**src/common/charger_pkg.sv**
```systemverilog
// Constants, field positions and types shared by the charger command block
`default_nettype none
package charger_pkg;
	// ------------------------------------------------------------
	// Clock and timing
	// ------------------------------------------------------------
	localparam int CLK_PERIOD_NS = 100;
	localparam longint MINUTE_NS = 64'd60_000_000_000;
	localparam int MINUTE_CYCLES = int'(MINUTE_NS / CLK_PERIOD_NS);
	localparam int TIMEOUT_BASE_MIN = 5;
	localparam int MINUTES_W = 10;
	// ------------------------------------------------------------
	// Command word, index = position minus one
	// ------------------------------------------------------------
	localparam int CMD_BITS = 22;
	localparam int IDX_MODE_B0 = 1;
	localparam int IDX_MODE_B1 = 2;
	localparam int IDX_CONV = 3;
	localparam int IDX_ORDER = 4;
	localparam int IDX_INSEL_LO = 5;
	localparam int IDX_INSEL_HI = 7;
	localparam int IDX_ATTEN_LO = 8;
	localparam int IDX_ATTEN_HI = 11;
	localparam int IDX_SHUTDOWN = 12;
	localparam int IDX_DUTY_LO = 13;
	localparam int IDX_DUTY_HI = 15;
	localparam int IDX_CLEAR = 16;
	localparam int IDX_TIMEOUT_LO = 17;
	localparam int IDX_TIMEOUT_HI = 19;
	localparam int IDX_REF_LO = 20;
	localparam int IDX_REF_HI = 21;
	localparam logic [CMD_BITS-1:1] CMD_RESET = 21'h0;
	// ------------------------------------------------------------
	// Codes
	// ------------------------------------------------------------
	localparam logic [1:0] MODE_IDLE = 2'h0;
	localparam logic [1:0] MODE_DISCHARGE = 2'h1;
	localparam logic [1:0] MODE_CHARGE = 2'h2;
	localparam logic [1:0] MODE_GAUGE = 2'h3;
	localparam logic [2:0] TIMEOUT_NONE = 3'h7;
	localparam logic [2:0] DUTY_FULL = 3'h4;
	localparam logic [2:0] INSEL_MAX = 3'h4;
	localparam logic [7:0] REF_MV_0 = 8'h12;
	localparam logic [7:0] REF_MV_1 = 8'h22;
	localparam logic [7:0] REF_MV_2 = 8'h37;
	localparam logic [7:0] REF_MV_3 = 8'ha0;
	// ------------------------------------------------------------
	// Status word bits
	// ------------------------------------------------------------
	localparam int STATUS_BITS = 8;
	localparam int ST_PRESENT = 0;
	localparam int ST_REVERSED = 1;
	localparam int ST_OVER_CELL = 2;
	localparam int ST_END_DIS = 3;
	localparam int ST_OVER_TEMP = 4;
	localparam int ST_UNDER_TEMP = 5;
	localparam int ST_TIMEOUT = 6;
	localparam int ST_FAULT = 7;
	localparam int CMP_BITS = 6;
	typedef enum logic [1:0] {LINK_IDLE, LINK_HUNT, LINK_CMD, LINK_STATUS}
		link_state_e;
endpackage
`default_nettype wire

```
**src/failsafe_monitor.sv**
```systemverilog
// Fail-safe timer, fault latches and drive gating
`default_nettype none
module failsafe_monitor #(
	parameter int MINUTE_CYCLES = charger_pkg::MINUTE_CYCLES
) (
	input wire logic core_clk,
	input wire logic rst_n,
	input wire logic fault_clear,
	input wire logic [1:0] op_mode,
	input wire logic power_shutdown,
	input wire logic [2:0] timeout_sel,
	input wire logic battery_present,
	input wire logic battery_reversed,
	input wire logic cell_over_max,
	input wire logic cell_end_discharge,
	input wire logic over_temp,
	input wire logic under_temp,
	output logic timeout_flag,
	output logic fault_occurred,
	output logic discharge_drive,
	output logic charge_drive
);
	if (MINUTE_CYCLES < 1)
	begin : g_bad_minute
		$error("MINUTE_CYCLES must be at least one");
	end
	localparam int MW = charger_pkg::MINUTES_W;
	logic [31:0] tick_q, tick_d;
	logic [MW-1:0] minutes_q, minutes_d;
	logic tout_q, tout_d, fs_q, fs_d, dis_q, dis_d, chg_q, chg_d;
	logic act_dis, act_chg, timed_out, fault_dis, fault_chg, blocked;
	logic [MW-1:0] limit;
	// ------------------------------------------------------------
	// Next state
	// ------------------------------------------------------------
	always_comb
	begin
		act_dis = !power_shutdown
			&& op_mode == charger_pkg::MODE_DISCHARGE;
		act_chg = !power_shutdown
			&& op_mode == charger_pkg::MODE_CHARGE;
		limit = MW'(charger_pkg::TIMEOUT_BASE_MIN) << timeout_sel;
		timed_out = timeout_sel != charger_pkg::TIMEOUT_NONE
			&& minutes_q >= limit;
		fault_dis = cell_end_discharge | over_temp | under_temp | tout_q
			| timed_out;
		fault_chg = cell_over_max | over_temp | under_temp | tout_q
			| timed_out;
		blocked = !battery_present | battery_reversed;
		tick_d = tick_q;
		minutes_d = minutes_q;
		if (fault_clear)
		begin
			tick_d = 32'h0;
			minutes_d = '0;
		end
		else if ((act_dis || act_chg) && !fs_q)
		begin
			if (tick_q == 32'(MINUTE_CYCLES - 1))
			begin
				tick_d = 32'h0;
				if (minutes_q != '1)
					minutes_d = minutes_q + MW'(1);
			end
			else
				tick_d = tick_q + 32'h1;
		end
		tout_d = (fault_clear ? 1'b0 : tout_q) | timed_out;
		fs_d = (fault_clear ? 1'b0 : fs_q) | (act_dis && fault_dis)
			| (act_chg && fault_chg);
		dis_d = act_dis && !fault_dis && !fs_q && !blocked;
		chg_d = act_chg && !fault_chg && !fs_q && !blocked;
	end
	always_ff @(posedge core_clk or negedge rst_n)
	begin
		if (!rst_n)
		begin
			tick_q <= 32'h0;
			minutes_q <= '0;
			tout_q <= 1'b0;
			fs_q <= 1'b0;
			dis_q <= 1'b0;
			chg_q <= 1'b0;
		end
		else
		begin
			tick_q <= tick_d;
			minutes_q <= minutes_d;
			tout_q <= tout_d;
			fs_q <= fs_d;
			dis_q <= dis_d;
			chg_q <= chg_d;
		end
	end
	assign timeout_flag = tout_q;
	assign fault_occurred = fs_q;
	assign discharge_drive = dis_q;
	assign charge_drive = chg_q;
endmodule
`default_nettype wire

```
**src/charger_command_status_decode.sv**
```systemverilog
// Serial command decode and status word for the battery charger controller
`default_nettype none
module charger_command_status_decode #(
	parameter int MINUTE_CYCLES = charger_pkg::MINUTE_CYCLES
) (
	input wire logic core_clk,
	input wire logic rst_n,
	input wire logic ser_clk,
	input wire logic cs_n,
	input wire logic ser_din,
	output logic ser_dout,
	output logic ser_dout_oe,
	input wire logic battery_present_cmp,
	input wire logic cell_below_100mv_cmp,
	input wire logic cell_above_max_cmp,
	input wire logic cell_below_900mv_cmp,
	input wire logic tbat_below_high_cmp,
	input wire logic tbat_above_low_cmp,
	output logic [1:0] op_mode,
	output logic power_shutdown_bit,
	output logic conversion_type_sel,
	output logic result_bit_order,
	output logic [2:0] adc_input_sel,
	output logic adc_input_sel_valid,
	output logic [3:0] atten_ratio,
	output logic [4:0] atten_divisor,
	output logic [2:0] loop_duty,
	output logic loop_duty_full,
	output logic loop_duty_test,
	output logic fault_clear_bit,
	output logic [2:0] timeout_sel,
	output logic [1:0] charge_ref,
	output logic [7:0] charge_ref_mv,
	output logic [7:0] fault_status_report,
	output logic discharge_drive,
	output logic charge_drive
);
	localparam int NB = charger_pkg::CMD_BITS;
	localparam int CB = charger_pkg::CMP_BITS;
	if (MINUTE_CYCLES < 1)
	begin : g_bad_minute
		$error("MINUTE_CYCLES must be at least one");
	end
	// ------------------------------------------------------------
	// Input synchronisers
	// ------------------------------------------------------------
	logic sclk_m_q, sclk_s_q, sclk_p_q, cs_m_q, cs_s_q, din_m_q, din_s_q;
	logic [CB-1:0] cmp_m_q, cmp_s_q;
	always_ff @(posedge core_clk or negedge rst_n)
	begin
		if (!rst_n)
		begin
			sclk_m_q <= 1'b0;
			sclk_s_q <= 1'b0;
			sclk_p_q <= 1'b0;
			cs_m_q <= 1'b1;
			cs_s_q <= 1'b1;
			din_m_q <= 1'b0;
			din_s_q <= 1'b0;
			cmp_m_q <= '0;
			cmp_s_q <= '0;
		end
		else
		begin
			sclk_m_q <= ser_clk;
			sclk_s_q <= sclk_m_q;
			sclk_p_q <= sclk_s_q;
			cs_m_q <= cs_n;
			cs_s_q <= cs_m_q;
			din_m_q <= ser_din;
			din_s_q <= din_m_q;
			cmp_m_q <= {tbat_above_low_cmp, tbat_below_high_cmp,
				cell_below_900mv_cmp, cell_above_max_cmp,
				cell_below_100mv_cmp, battery_present_cmp};
			cmp_s_q <= cmp_m_q;
		end
	end
	logic sclk_rise, sclk_fall;
	assign sclk_rise = sclk_s_q & ~sclk_p_q;
	assign sclk_fall = ~sclk_s_q & sclk_p_q;
	// ------------------------------------------------------------
	// Serial command and status engine
	// ------------------------------------------------------------
	charger_pkg::link_state_e state_q, state_d;
	logic [4:0] pos_q, pos_d;
	logic [3:0] out_cnt_q, out_cnt_d;
	logic [NB-1:1] cmd_q, cmd_d;
	logic [7:0] shift_q, shift_d;
	logic dout_q, dout_d;
	logic [7:0] status_word;
	always_comb
	begin
		state_d = state_q;
		pos_d = pos_q;
		out_cnt_d = out_cnt_q;
		cmd_d = cmd_q;
		shift_d = shift_q;
		dout_d = dout_q;
		if (cs_s_q)
		begin
			state_d = charger_pkg::LINK_IDLE;
			pos_d = 5'h0;
			cmd_d[charger_pkg::IDX_CLEAR] = 1'b0;
		end
		else
		begin
			unique case (state_q)
				charger_pkg::LINK_IDLE:
					state_d = charger_pkg::LINK_HUNT;
				charger_pkg::LINK_HUNT:
					if (sclk_rise && din_s_q)
					begin
						state_d = charger_pkg::LINK_CMD;
						pos_d = 5'h1;
					end
				charger_pkg::LINK_CMD:
					if (sclk_rise)
					begin
						cmd_d[pos_q] = din_s_q;
						if (pos_q == 5'(NB - 1))
						begin
							state_d = charger_pkg::LINK_STATUS;
							shift_d = status_word;
							out_cnt_d = 4'h0;
						end
						else
							pos_d = pos_q + 5'h1;
					end
				charger_pkg::LINK_STATUS:
					if (sclk_fall && out_cnt_q != 4'(charger_pkg::STATUS_BITS))
					begin
						dout_d = shift_q[0];
						shift_d = {1'b0, shift_q[7:1]};
						out_cnt_d = out_cnt_q + 4'h1;
					end
			endcase
		end
	end
	always_ff @(posedge core_clk or negedge rst_n)
	begin
		if (!rst_n)
		begin
			state_q <= charger_pkg::LINK_IDLE;
			pos_q <= 5'h0;
			out_cnt_q <= 4'h0;
			cmd_q <= charger_pkg::CMD_RESET;
			shift_q <= 8'h0;
			dout_q <= 1'b0;
		end
		else
		begin
			state_q <= state_d;
			pos_q <= pos_d;
			out_cnt_q <= out_cnt_d;
			cmd_q <= cmd_d;
			shift_q <= shift_d;
			dout_q <= dout_d;
		end
	end
	assign ser_dout = dout_q;
	assign ser_dout_oe = ~cs_s_q;
	// ------------------------------------------------------------
	// Field decode
	// ------------------------------------------------------------
	assign op_mode = cmd_q[charger_pkg::IDX_MODE_B1:charger_pkg::IDX_MODE_B0];
	assign power_shutdown_bit = cmd_q[charger_pkg::IDX_SHUTDOWN];
	assign conversion_type_sel = cmd_q[charger_pkg::IDX_CONV];
	assign result_bit_order = cmd_q[charger_pkg::IDX_ORDER];
	assign adc_input_sel =
		cmd_q[charger_pkg::IDX_INSEL_HI:charger_pkg::IDX_INSEL_LO];
	assign adc_input_sel_valid = adc_input_sel <= charger_pkg::INSEL_MAX;
	assign atten_ratio =
		cmd_q[charger_pkg::IDX_ATTEN_HI:charger_pkg::IDX_ATTEN_LO];
	assign atten_divisor = {1'b0, atten_ratio} + 5'h1;
	assign loop_duty = cmd_q[charger_pkg::IDX_DUTY_HI:charger_pkg::IDX_DUTY_LO];
	assign loop_duty_full = loop_duty == charger_pkg::DUTY_FULL;
	assign loop_duty_test = loop_duty > charger_pkg::DUTY_FULL;
	assign fault_clear_bit = cmd_q[charger_pkg::IDX_CLEAR];
	assign timeout_sel =
		cmd_q[charger_pkg::IDX_TIMEOUT_HI:charger_pkg::IDX_TIMEOUT_LO];
	assign charge_ref = cmd_q[charger_pkg::IDX_REF_HI:charger_pkg::IDX_REF_LO];
	always_comb
	begin
		unique case (charge_ref)
			2'h0: charge_ref_mv = charger_pkg::REF_MV_0;
			2'h1: charge_ref_mv = charger_pkg::REF_MV_1;
			2'h2: charge_ref_mv = charger_pkg::REF_MV_2;
			2'h3: charge_ref_mv = charger_pkg::REF_MV_3;
		endcase
	end
	// ------------------------------------------------------------
	// Fail-safe and status
	// ------------------------------------------------------------
	logic timeout_flag, fault_occurred_flag;
	failsafe_monitor #(
		.MINUTE_CYCLES(MINUTE_CYCLES)
	) u_failsafe (
		.core_clk(core_clk),
		.rst_n(rst_n),
		.fault_clear(fault_clear_bit),
		.op_mode(op_mode),
		.power_shutdown(power_shutdown_bit),
		.timeout_sel(timeout_sel),
		.battery_present(cmp_s_q[charger_pkg::ST_PRESENT]),
		.battery_reversed(cmp_s_q[charger_pkg::ST_REVERSED]),
		.cell_over_max(cmp_s_q[charger_pkg::ST_OVER_CELL]),
		.cell_end_discharge(cmp_s_q[charger_pkg::ST_END_DIS]),
		.over_temp(cmp_s_q[charger_pkg::ST_OVER_TEMP]),
		.under_temp(cmp_s_q[charger_pkg::ST_UNDER_TEMP]),
		.timeout_flag(timeout_flag),
		.fault_occurred(fault_occurred_flag),
		.discharge_drive(discharge_drive),
		.charge_drive(charge_drive)
	);
	assign status_word = {fault_occurred_flag, timeout_flag, cmp_s_q};
	assign fault_status_report = status_word;
endmodule
`default_nettype wire

```
**config.mk**
```make
export PLATFORM = sky130hd
export DESIGN_NAME = charger_command_status_decode
export DESIGN_NICKNAME = d
export VERILOG_FILES = /design/src/common/charger_pkg.sv /design/src/failsafe_monitor.sv /design/src/charger_command_status_decode.sv
export SDC_FILE = /design/constraint.sdc
export NUM_CORES = 1
export LEC_CHECK = 0
export BUFFER_PORTS_ARGS = -buffer_cell sky130_fd_sc_hd__buf_2
export CAP_MARGIN = 20
export CORE_MARGIN = 1.5
export CORE_UTILIZATION = 40
export DETAILED_ROUTE_END_ITERATION = 8
export PLACE_DENSITY = 0.68
export SYNTH_ARGS = -nofsm -noshare
export SYNTH_HDL_FRONTEND = slang
export SYNTH_SLANG_ARGS = --single-unit
```
**constraint.sdc**
```tcl
create_clock -name core_clk -period 2.5 [get_ports core_clk]
set_input_delay 0.25 -clock core_clk [delete_from_list [all_inputs] [get_ports core_clk]]
set_output_delay 0.25 -clock core_clk [all_outputs]
set_load 0.1 [all_outputs]
```
Word level (Yosys, flattened, before mapping)
Index checks and enable logic that the tools add are counted.
Word-level totals
  register bits after elaboration: 106
  input bits: 11
Cells by class
  add/sub/neg operators: 5
  $lt $le $gt $ge: 5
  equality and inequality tests: 21
  shifts and indexed selects: 1
  mux-type cells: 34
  bitwise logic cells: 17
  reductions and logical operators: 39
Operator list (number)
  $mux W32: 3
  $mux W10: 4
  $add A32 B1 Y32 const B: 1
  $eq A32 B30 Y1 const B: 1
  $mux W16: 2
  $pmux W8 S4: 1
  $mux W8: 3
  $bwmux W21: 1
  $mux W5: 4
  $pmux W8 S2: 1
  $logic_and A1 B1 Y1: 15
  $ne A3 B3 Y1 const B: 5
  $mux W4: 3
  $or A1 B1 Y1: 12
  $reduce_bool A2 Y1: 6
  $add A10 B1 Y10 const B: 1
  $eq A2 B2 Y1 const B: 5
  $ge A10 B10 Y1: 1
  $ne A10 B10 Y1 const B: 1
  $pmux W5 S2: 1
  $shl A3 B3 Y10 const A: 1
  $reduce_and A3 Y1: 3
  $mux W2: 4
  $pmux W4 S2: 1
  other kinds (25): 42

Depth between registers and ports, before layout
Gate-level depths: netlist of run 1.
  depth in word-level cells: 8
  mapped depth: 8

Hierarchy
A second synthesis of run 1 with hierarchy kept.
Unflattened totals
  cells, all modules: 521
  area, all modules: 5559.1 um^2
By module, submodules not included
  charger_command_status_decode: instances 1, cells each 235, area an instance 2845.2 um^2
  failsafe_monitor: instances 1, cells each 286, area an instance 2713.9 um^2

Least setup slack after synthesis of run 1
OpenSTA, ideal clock, no wires.
  path kind: register to output
  start: register cmd_q[15] (netlist bit)
  end: output port loop_duty_full
  data arrival time: 3.236 ns
  path slack: -0.986 ns
  cell stages (with the launch flop): 2
  path through: dfrtp_1 -> nor3b_1
Between the ends
  cells in the longest elaborated chain, start to end: 1
RTL lines
  from (decl): RTL line charger_command_status_decode.sv:87  | logic [NB-1:1] cmd_q, cmd_d;
  from (signal assigned): RTL line charger_command_status_decode.sv:146  | cmd_q <= charger_pkg::CMD_RESET;
  from (signal assigned): RTL line charger_command_status_decode.sv:155  | cmd_q <= cmd_d;
  $eq A3 B3 Y1: RTL line charger_command_status_decode.sv:176  | assign loop_duty_full = loop_duty == charger_pkg::DUTY_FULL;
  to (decl): RTL line charger_command_status_decode.sv:28  | output logic loop_duty_full,
No other way between the ends.

Worst setup path after layout of run 1
  start: register cmd_q[19] (netlist bit)
  end: register u_failsafe.chg_q, in the netlist u_failsafe.charge_drive
Between the ends
  cells in the longest elaborated chain, start to end: 8
RTL lines
  $shl A3 B3 Y10: RTL line failsafe_monitor.sv:42  | limit = MW'(charger_pkg::TIMEOUT_BASE_MIN) << timeout_sel;
  $ge A10 B10 Y1: RTL line failsafe_monitor.sv:44  | && minutes_q >= limit;
  $logic_and A1 B1 Y1 (*): RTL line failsafe_monitor.sv:44
  $or A1 B1 Y1 (*): RTL line failsafe_monitor.sv:48  | | timed_out;
  $logic_not A1 Y1 (*): RTL line failsafe_monitor.sv:72  | chg_d = act_chg && !fault_chg && !fs_q && !blocked;
  $logic_and A1 B1 Y1 (*) (3 in series): RTL line failsafe_monitor.sv:72
  via u_failsafe.chg_d: RTL line failsafe_monitor.sv:30  | logic tout_q, tout_d, fs_q, fs_d, dis_q, dis_d, chg_q, chg_d;
  to (signal assigned): RTL line failsafe_monitor.sv:92  | chg_q <= chg_d;
  to (decl): RTL line failsafe_monitor.sv:30
Mark *: on every way through the listed nets, which the timed path passes. The rest lies on a longest branch.
A chain may end at the register's enable or synchronous reset.

==> impl_metrics.toml, run 1 <==
[run_status]
status = "completed"

[floorplan]
core_um2 = 13770
dieArea_um2 = 14730
die_w_um = 121.4
io_pins = 60
die_h_um = 121.4
start_util_pct = 40.69
std_cell_rows = 43

[sta]
max_freq_ghz = 0.4296
setup_viol = 0
timing.final.crit_share_pct = 93.10
final_hold_viol_count = 0
slew_viol_final = 0
finClkSkew_ns = 0.008947
min_period_ns = 2.328
whs_ns = 0.3501
relSlewSlack_pct = 58.04
tightest_slew_ns = 0.6294
rsz0062_at_grt = "false"

[clock_tree]
clock_latency_ns = 0.35
cts_root_buffer = "clkbuf_16"
clk_path_buf_depth = 2
clk_transition_reported_paths_ns = 0.07
h-tree-depth = 3
cts_made_buffers = 9
cts_num_sinks = 106
cts_tree = "done"

[final_layout]
syn2layout_area_growth_pct = 16.57
fin_nets = 653
antenna_cells = 0
drive_gt1_share_pct = 21.67
final_cells = 803
num-fill-cells = 1281

[power]
ir_drop_mv = 0.3971
clockPowerShare_pct = 36.3
p_int_w = 0.002915
p_seq_share_pct = 47.6
comb_power_share_pct = 16.1
p_sw_w = 0.001192
total_power_w = 0.004107
powerDensity_nw_per_um2 = 628.7
switching_share_pct = 29.02
total_leakage_power_nw = 3.000

[logic_synthesis]
synthTopCellsByArea = "dfrtp_1 (46%), ha_1 (5.4%), mux2_2 (4.2%), nand2_1 (3.4%), nor2_1 (3.2%)"
syn_area_um2 = 5604
synth-seq-area-share_pct = 47.38
synth_edf_count = 0
ys_seq_elements = 106
synth_warnings = 0
netlist.top_cell.by_area = "dfrtp_1"
async_flop_share_pct = 100.0
yosysUniqueCellTypes = 62
syn_avg_cell_area_um2 = 10.03
synthCells = 559
synth_ff_type = "dfrtp_1"
synth.top_cell.area_share_pct = 46.44

[critical_path]
arrival_ns = 2.56
required_ns = 2.73
worstPathMaxFanout = 11
crit_cells = 7
setup.worst_path.start_class = "flip-flop"
worstSetupEndpointType = "flip-flop"
reg2regPathDepth = 7
critical_path_class = "reg2reg"
crit_slowest_cell = "dfrtp_4"
path_cells = "or2_2, ha_1, a21o_1, a21o_1, a221oi_2, o21ai_2, a2111oi_1"
cpMostUsedCell = "a21o_1"
cpPeakStageDelay_ns = 0.54
crit_buf_inv = 0
crit_family = "compound AO/OA/AOI/OAI gates"

[hold_path]
hold_path_depth = 0
min_path_type = "reg2reg"

[flow_run]
maxCapViolations = 0

[detailed_routing]
antenna_left = 0
drc = 0
drtIter0Drc = 324
viasPerCell = 5.407
vias = 4342
wl_um = 11980
wl_per_cell_um = 14.92
firstDrtPassIters = 5

[placed_design]
place_inst = 776
hpwl_um = 8460
gp_congestion = 0.8342
portBuffers = 57

[global_routing]
antenna_found_initial = 0
track_usage_pct = 17.37
grt_start_max_net_pins = 70
grt_pass1_wl_um = 20470
grt_overflow = 0
first_global_vias = 4254
-- power groups by stage --
stage / Sequential [W] / Clock [W] / Combinational [W]
after global placement: 0.00197 / 0 / 0.000628
after CTS: 0.00195 / 0.00152 / 0.000664
after floorplan: 0.00198 / 0 / 0.000494
after global routing: 0.00197 / 0.00159 / 0.000743
final: 0.00196 / 0.00149 / 0.000663
after detailed placement: 0.00198 / 0 / 0.000649
-- routing by layer --
metal | track usage (%) | routed length (µm) | vias up
met5 | 0 | 0 | -
met4 | 6.618 | 234 | 0
met3 | 3.524 | 422 | 17
met2 | 27.12 | 5662 | 88
met1 | 23.75 | 5660 | 2134
li1 | - | - | 2103
-- registers in the layout (all words and copies together) (netlist names), 2 cells and up --
signal                count
u_failsafe.minutes_q     10
cmp_m_q                   6
cmp_s_q                   6
pos_q                     5
out_cnt_q                 4
cmd_q                    21
shift_q                   8
state_q                   2
u_failsafe.tick_q        32
-- final cells by class --
cell class | count | area [µm²] | area share (%)
flip-flops and latches | 106 | 2666 | 40.82
inverters | 22 | 86.33 | 1.322
repair buffers | 78 | 483.0 | 7.393
clock buffers | 12 | 256.5 | 3.926
clock inverters | 4 | 57.56 | 0.8811
well taps | 180 | 225.2 | 3.448
multi-input cells | 401 | 2758 | 42.21
-- cells in the mapped netlist, drive strengths merged, types with 4 or more instances --
cell	instances
a31oi	6
and4	5
o41ai	4
o31ai	7
xnor2	14
mux2i	11
buf	14
nand2	51
and2	9
or2	4
xor2	14
nand2b	6
or3	4
ha	24
o21ai	14
nand4	16
inv	22
mux2	21
clkbuf	17
nor4	9
nor3b	5
and3	6
dfrtp	104
a21o	6
nor2b	4
or4	8
nor3	16
nand3	26
nor2	48
a21oi	24
-- kinds of logic (layout without fill, tap and decap cells) --
kind of cell               count (synthesis)  after routing  synth area share [%]
other                                      1              2               0.06691
xor gates and xnor gates                  28             28                 4.376
AOI/OAI and AO/OA                         87             87                 10.34
buffers and inverters                     53            116                 4.354
adders and majority gates                 24             24                 5.358
muxes                                     32             32                 6.185
DFF                                      106            106                 47.38
and+or+nand+nor                          228            228                 21.95
-- cell usage in the layout, fill, tap and decap left out, types with 7 or more instances in the layout --
| master | netlist | routed |
|---|---|---|
| xnor2_1 | 14 | 13 |
| dlygate4sd3_1 | 0 | 10 |
| nor3_1 | 15 | 15 |
| mux2i_1 | 11 | 11 |
| nand2_1 | 51 | 50 |
| nor2_1 | 48 | 48 |
| ha_1 | 24 | 24 |
| dfrtp_1 | 104 | 99 |
| inv_1 | 22 | 21 |
| clkbuf_16 | 0 | 9 |
| a21oi_1 | 24 | 24 |
| mux2_2 | 21 | 21 |
| nand3_1 | 26 | 26 |
| nand4_1 | 15 | 15 |
| buf_4 | 11 | 11 |
| o21ai_0 | 14 | 11 |
| xor2_1 | 14 | 13 |
| and2_1 | 9 | 9 |
| buf_2 | 3 | 56 |
| or4_1 | 8 | 8 |
| o31ai_1 | 7 | 7 |
-- through the flow --
stage | utilization [%] | setup TNS (ns) | instance area, µm² | setup slack [ns]
floorplan | - | -0.1652 | 5649 | -0.1392
detailed placement | 44.20 | -0.07393 | 6087 | -0.07393
finish | 47.43 | 0 | 6533 | 0.1725
CTS | 47.21 | 0 | 6502 | 0.01196
global placement | 44.20 | 0 | 6087 | 0.1266
global route | 47.43 | 0 | 6533 | 0.03166
-- what timing repair did --
item / 4_1_cts / 5_1_grt
setup endpoints to repair: 1 / 7
endpoints found under the hold margin: 46 / 0
resized for setup: 2 / 6
hold buffers: 10 / 0
buffers inserted: 0 / 0
-- final timing paths --
kind,endpoint,slack (ns),from
worst min register to register,cmp_s_q[2],0.35,cmp_m_q[2]
worst max register to register,u_failsafe.charge_drive,0.17,cmd_q[19]
worst min-delay path,cmp_s_q[2],0.35,cmp_m_q[2]
max in group asynchronous,cs_s_q,1.30,rst_n
worst max-delay path,u_failsafe.charge_drive,0.17,cmd_q[19]
min in group asynchronous,cmd_q[10],0.43,rst_n
Power figures use the tool's default switching activity.
==> run 2, diff against run 1 <==
--- a/config.mk
+++ b/config.mk
@@ -7,10 +7,12 @@
 export LEC_CHECK = 0
 export BUFFER_PORTS_ARGS = -buffer_cell sky130_fd_sc_hd__buf_2
 export CAP_MARGIN = 20
+export CORE_ASPECT_RATIO = 1.75
 export CORE_MARGIN = 1.5
 export CORE_UTILIZATION = 40
 export DETAILED_ROUTE_END_ITERATION = 8
 export PLACE_DENSITY = 0.68
+export SKIP_CTS_REPAIR_TIMING = 1
 export SYNTH_ARGS = -nofsm -noshare
 export SYNTH_HDL_FRONTEND = slang
 export SYNTH_SLANG_ARGS = --single-unit
==> run 2 against run 1 <==
Net effect: final cell count down 1.0%; count of clock-buffer cells in the layout shrank 3; sequential cell count unchanged; first-iteration DRC count down 28%; sequential share of layout area up 0.58 points.
==> impl_metrics.toml, run 2 (synthesis gave the netlist of run 1 again) <==
[floorplan]
start_util_pct = 40.71
std_cell_rows = 57
io_pins = 60
die_h_um = 159.6
die_w_um = 92.48
dieArea_um2 = 14760
core_um2 = 13760

[critical_path]
crit_slowest_cell = "or4b_1"
rrSetupSlack_ns = 0.09
critical_path_class = "reg2reg"
crit_start = "u_failsafe.tick_q[28]"
worstSetupEndpoint = "u_failsafe.minutes_q[4]"
worstPathMaxFanout = 14
reg2regPathDepth = 5
worstReg2RegEnd = "u_failsafe.minutes_q[4]"
cpPeakStageDelay_ns = 0.63
required_ns = 2.76
worstSetupEndpointType = "flip-flop"
arrival_ns = 2.67
setup.worst_path.start_class = "flip-flop"
path_cells = "or4b_1, nor3_2, nand4_4, or4_1, a21oi_1"
rr_startpoint = "u_failsafe.tick_q[28]"

[run_status]
status = "completed"

[placed_design]
dp_slack_ns = 0.06619
gp_congestion = 0.8644
portBuffers = 57
hpwl_um = 9559
placed_cell_area_um2 = 6126

[global_routing]
grt_start_max_net_pins = 53
grt_overflow = 0
first_global_vias = 4514
grt_pass1_wl_um = 21960
track_usage_pct = 18.42
antenna_found_initial = 0

[power]
powerDensity_nw_per_um2 = 615.4
total_leakage_power_nw = 2.967
p_seq_share_pct = 49.2
p_sw_w = 0.001204
comb_power_share_pct = 16.7
p_int_w = 0.002759
ir_drop_mv = 0.3196
clockPowerShare_pct = 34.0
switching_share_pct = 30.39

[detailed_routing]
antenna_left = 0
wl_um = 12850
wl_per_cell_um = 16.16
drc = 0
vias = 4379
viasPerCell = 5.508
drtIter0Drc = 234
firstDrtPassIters = 4

[sta]
tightest_slew_ns = 0.6774
setup_viol = 0
slew_viol_final = 0
finClkSkew_ns = 0.01062
fin_ws_ns = 0.09108
rsz0062_at_grt = "false"
relSlewSlack_pct = 54.84
timing.final.crit_share_pct = 96.36
min_period_ns = 2.409
max_freq_ghz = 0.4151
final_hold_viol_count = 0
fin_setup_tns_ns = 0

[final_layout]
syn2layout_area_growth_pct = 14.94
drive_gt1_share_pct = 22.17
regMostFlops = "u_failsafe.tick_q"
fin_nets = 648
reg.largest.list = "u_failsafe.tick_q x32, cmd_q x21, u_failsafe.minutes_q x10"
largest_reg_flops = 32
fin_util_pct = 46.80
antenna_cells = 0
layout_common_cells = "dfrtp_1 (99), buf_2 (56), nand2_1 (50), nor2_1 (48), nand3_1 (26)"
final_cell_area_um2 = 6441
final_common_cell = "dfrtp_1"

[clock_tree]
cts_tree = "done"
cts_num_sinks = 106
clk_path_buf_depth = 2
clk_transition_reported_paths_ns = 0.08
h-tree-depth = 3
clock_latency_ns = 0.34
cts_root_buffer = "clkbuf_16"
cts_made_buffers = 9

[flow_run]
maxCapViolations = 0

[hold_path]
min_path_type = "in2reg"
hold_path_depth = 1
[run 2: cell types whose count changed in the layout (fill, tap and decap cells not counted), sizes merged]
cell / previous run / this run
inv: 23 / 25
clkinv: 0 / 2
buf: 68 / 71
clkbuf: 12 / 9
bufinv: 1 / 0
dlygate4sd3: 10 / 2
[run 2: worst min path at each step]
| stage | to | start | slack, ns |
|---|---|---|---|
| finish | cmp_m_q[1] | cell_below_100mv_cmp | 0.008 |
| global route | cs_m_q | cs_n | 0.0006 |
| CTS | u_failsafe.tick_q[25] | rst_n | -0.03 |
| detailed placement | u_failsafe.tick_q[28] | rst_n | 0.34 |
| global placement | din_s_q | din_m_q | 0.33 |
| floorplan | cmd_q[10] | rst_n | -0.05 |
[run 2: per-stage QoR]
step	instances	hold WS [ns]	total power, W
after detailed placement	777	0.3358	0.002653
after floorplan	560	-0.04559	0.002472
after CTS	793	-0.02871	0.004004
after global placement	777	0.3340	0.002621
final	795	0.007667	0.003964
after global routing	795	0.0005857	0.004182
[run 2: power by group through the flow]
stage	combinational (W)	clock (W)	sequential (W)
floorplan	0.000494	0	0.00198
global placement	0.000640	0	0.00198
detailed placement	0.000664	0	0.00199
CTS	0.000666	0.00138	0.00195
global route	0.000742	0.00147	0.00198
finish	0.000663	0.00135	0.00195
[run 2: per-layer routing]
layer | share of wire [%] | up-vias | global-route usage, %
met1 | 39 | 2182 | 20.02
met5 | 0 | - | 0
met2 | 56 | 87 | 34.16
met3 | 3.3 | 17 | 3.295
met4 | 2.1 | 0 | 7.762
li1 | - | 2093 | -
[run 2: final cells by class]
| cell class | instances | area, µm² |
|---|---|---|
| fill | 1262 | 7323 |
| multi-input combinational | 401 | 2748 |
| sequential | 106 | 2666 |
| timing repair buffer | 73 | 437.9 |
| clock buffer | 9 | 225.2 |
| tap | 177 | 221.5 |
| inverter | 22 | 86.33 |
| clock inverter | 7 | 56.30 |
[run 2: critical path, delay by kind of cell (launching register included)]
family	cells	cell delay, ns
AO/OA/AOI/OAI	1	0.18
AND/OR/NAND/NOR	4	1.74
flip-flops	1	0.42
==> run 3, diff against run 2 <==
--- a/config.mk
+++ b/config.mk
@@ -5,14 +5,15 @@
 export SDC_FILE = /design/constraint.sdc
 export NUM_CORES = 1
 export LEC_CHECK = 0
-export BUFFER_PORTS_ARGS = -buffer_cell sky130_fd_sc_hd__buf_2
 export CAP_MARGIN = 20
 export CORE_ASPECT_RATIO = 1.75
 export CORE_MARGIN = 1.5
 export CORE_UTILIZATION = 40
 export DETAILED_ROUTE_END_ITERATION = 8
-export PLACE_DENSITY = 0.68
+export DONT_BUFFER_PORTS = 1
+export PLACE_DENSITY = 0.64
 export SKIP_CTS_REPAIR_TIMING = 1
+export SLEW_MARGIN = 20
 export SYNTH_ARGS = -nofsm -noshare
 export SYNTH_HDL_FRONTEND = slang
 export SYNTH_SLANG_ARGS = --single-unit
==> constraint.sdc (replaced) <==
create_clock -name core_clk -period 2.5 [get_ports core_clk]
set_input_delay 0.25 -clock core_clk [delete_from_list [all_inputs] [get_ports core_clk]]
set_output_delay 0.25 -clock core_clk [all_outputs]
set_load 0.02 [all_outputs]
==> run 3 against run 2 <==
Net effect: the run now ends with negative hold slack left; combinational power is 22% lower; final cell count is 5.3% lower; non-clock buffer count is 42 lower; total power is 2.1% lower; largest power group unchanged; global-route usage is 0.22 points higher; via count is 2.5% lower; highest routed layer unchanged; fmax is 0.83% higher; sequential share of layout area is 1.2 points higher; first-iteration DRC count is 1.3% lower; die area stayed put; sequential cell count stayed put.
==> impl_metrics.toml, run 3 (synthesis gave the netlist of run 1 again) <==
[run_status]
status = "finished with violations"
violations = "negative hold slack"

[floorplan]
die_w_um = 92.48
start_util_pct = 40.71
io_pins = 60
core_um2 = 13760
die_h_um = 159.6
dieArea_um2 = 14760
std_cell_rows = 57

[clock_tree]
clock_latency_ns = 0.35
clk_path_buf_depth = 2
h-tree-depth = 3
clk_transition_reported_paths_ns = 0.07
cts_made_buffers = 9
cts_num_sinks = 106
cts_tree = "done"
cts_root_buffer = "clkbuf_16"

[global_routing]
grt_start_max_net_pins = 107
grt_pass1_wl_um = 21880
track_usage_pct = 18.65
antenna_found_initial = 0
first_global_vias = 4487
grt_overflow = 0

[power]
total_power_w = 0.003879
powerDensity_nw_per_um2 = 621.6
ir_drop_mv = 0.3012
total_leakage_power_nw = 2.769

[detailed_routing]
viasPerCell = 5.671
wl_per_cell_um = 17.35
wl_um = 13070
drc = 0
vias = 4270
antenna_left = 0
drtIter0Drc = 231
firstDrtPassIters = 4

[hold_path]
min_path_type = "in2async"

[critical_path]
worstReg2RegEnd = "u_failsafe.minutes_q[5]"
required_ns = 2.73
rr_startpoint = "u_failsafe.tick_q[28]"
path_cells = "or4b_1, nor3_4, nand4_4, nor4_1, mux2_2"
crit_cells = 5
setup.worst_path.start_class = "flip-flop"
reg2regPathDepth = 5
crit_buf_inv = 0
critical_path_class = "reg2reg"
worstSetupEndpointType = "flip-flop"
worstSetupEndpoint = "u_failsafe.minutes_q[5]"
rrSetupSlack_ns = 0.11
cpPeakStageDelay_ns = 0.64
arrival_ns = 2.62
crit_start = "u_failsafe.tick_q[28]"
crit_slowest_cell = "or4b_1"
worstPathMaxFanout = 16
crit_family = "simple AND/OR/NAND/NOR gates"

[sta]
timing.final.crit_share_pct = 95.57
fin_setup_tns_ns = 0
slew_viol_final = 0
finClkSkew_ns = 0.006009
setup_viol = 0
relSlewSlack_pct = 55.44
max_freq_ghz = 0.4186
rsz0062_at_grt = "false"
min_period_ns = 2.389
whs_ns = -0.4038
final_hold_viol_count = 106
tightest_slew_ns = 0.6670

[placed_design]
placed_cell_area_um2 = 5823
place_inst = 725
gp_congestion = 0.9234
hpwl_um = 9528
portBuffers = 0

[final_layout]
syn2layout_area_growth_pct = 11.34
final_cell_area_um2 = 6240
drive_gt1_share_pct = 13.19
reg.largest.list = "u_failsafe.tick_q x32, cmd_q x21, u_failsafe.minutes_q x10"
fin_nets = 606
regMostFlops = "u_failsafe.tick_q"
layout_common_cells = "dfrtp_1 (103), nand2_1 (51), nor2_1 (48), nand3_1 (26)"
final_common_cell = "dfrtp_1"
antenna_cells = 0
fin_util_pct = 45.33
final_cells = 753
largest_reg_flops = 32

[flow_run]
maxCapViolations = 0
==> run 3: cell count changes in the layout (fill, tap and decap cells not counted), moves of 2 or more <==
cell,change
dlygate4sd3_1,+7
dfrtp_1,+4
clkbuf_8,+2
buf_4,+8
dfrtp_2,-2
buf_2,-56
dfrtp_4,-2
==> run 3: worst min-delay path by stage <==
stage / startpoint / endpoint
6_report: rst_n / u_failsafe.tick_q[3]
5_1_grt: rst_n / cmd_q[9]
4_1_cts: rst_n / cmd_q[20]
3_5_place_dp: rst_n / u_failsafe.tick_q[3]
3_3_place_gp: rst_n / u_failsafe.tick_q[7]
2_1_floorplan: rst_n / cmd_q[10]
==> run 3: worst reg2reg max path, cell delays in order, from the launching register on <==
cell and delay [ns]:
dfrtp_1 0.41, or4b_1 0.64, nor3_4 0.30, nand4_4 0.25, nor4_1 0.31, mux2_2 0.37
==> run 3: per-stage QoR <==
step	hold WS (ns)	setup WS, ns
finish	-0.4038	0.1109
global route	-0.4297	0.01623
global placement	-0.03832	0.1095
floorplan	-0.04559	0.1642
detailed placement	-0.03949	0.03395
CTS	-0.4143	0.02298
==> run 3: cell type report <==
cell class / instances / area, µm²
fillers: 1273 / 7525
multi-input cells: 401 / 2716
flip-flops and latches: 106 / 2656
repair buffers: 31 / 267.8
clock buffers: 11 / 252.7
well taps: 177 / 221.5
inverters: 22 / 82.58
clock inverters: 5 / 42.54
==> run 3: layer usage <==
metal  wire length [µm]  up-vias  GRT usage, %
met4                393        0         10.42
met3                502       30         4.298
met2               7416       94         34.16
li1                   -     2022             -
met1               4755     2124         18.89
met5                  0        -             0
==> run 3: power breakdown <==
part | internal, W | leakage, nW | switching (W)
registers | 0.00184 | 1.41 | 0.000111
clock network | 0.000744 | 0.143 | 0.000663
logic | 0.000227 | 1.22 | 0.000291
total | 0.00281 | 2.77 | 0.00107
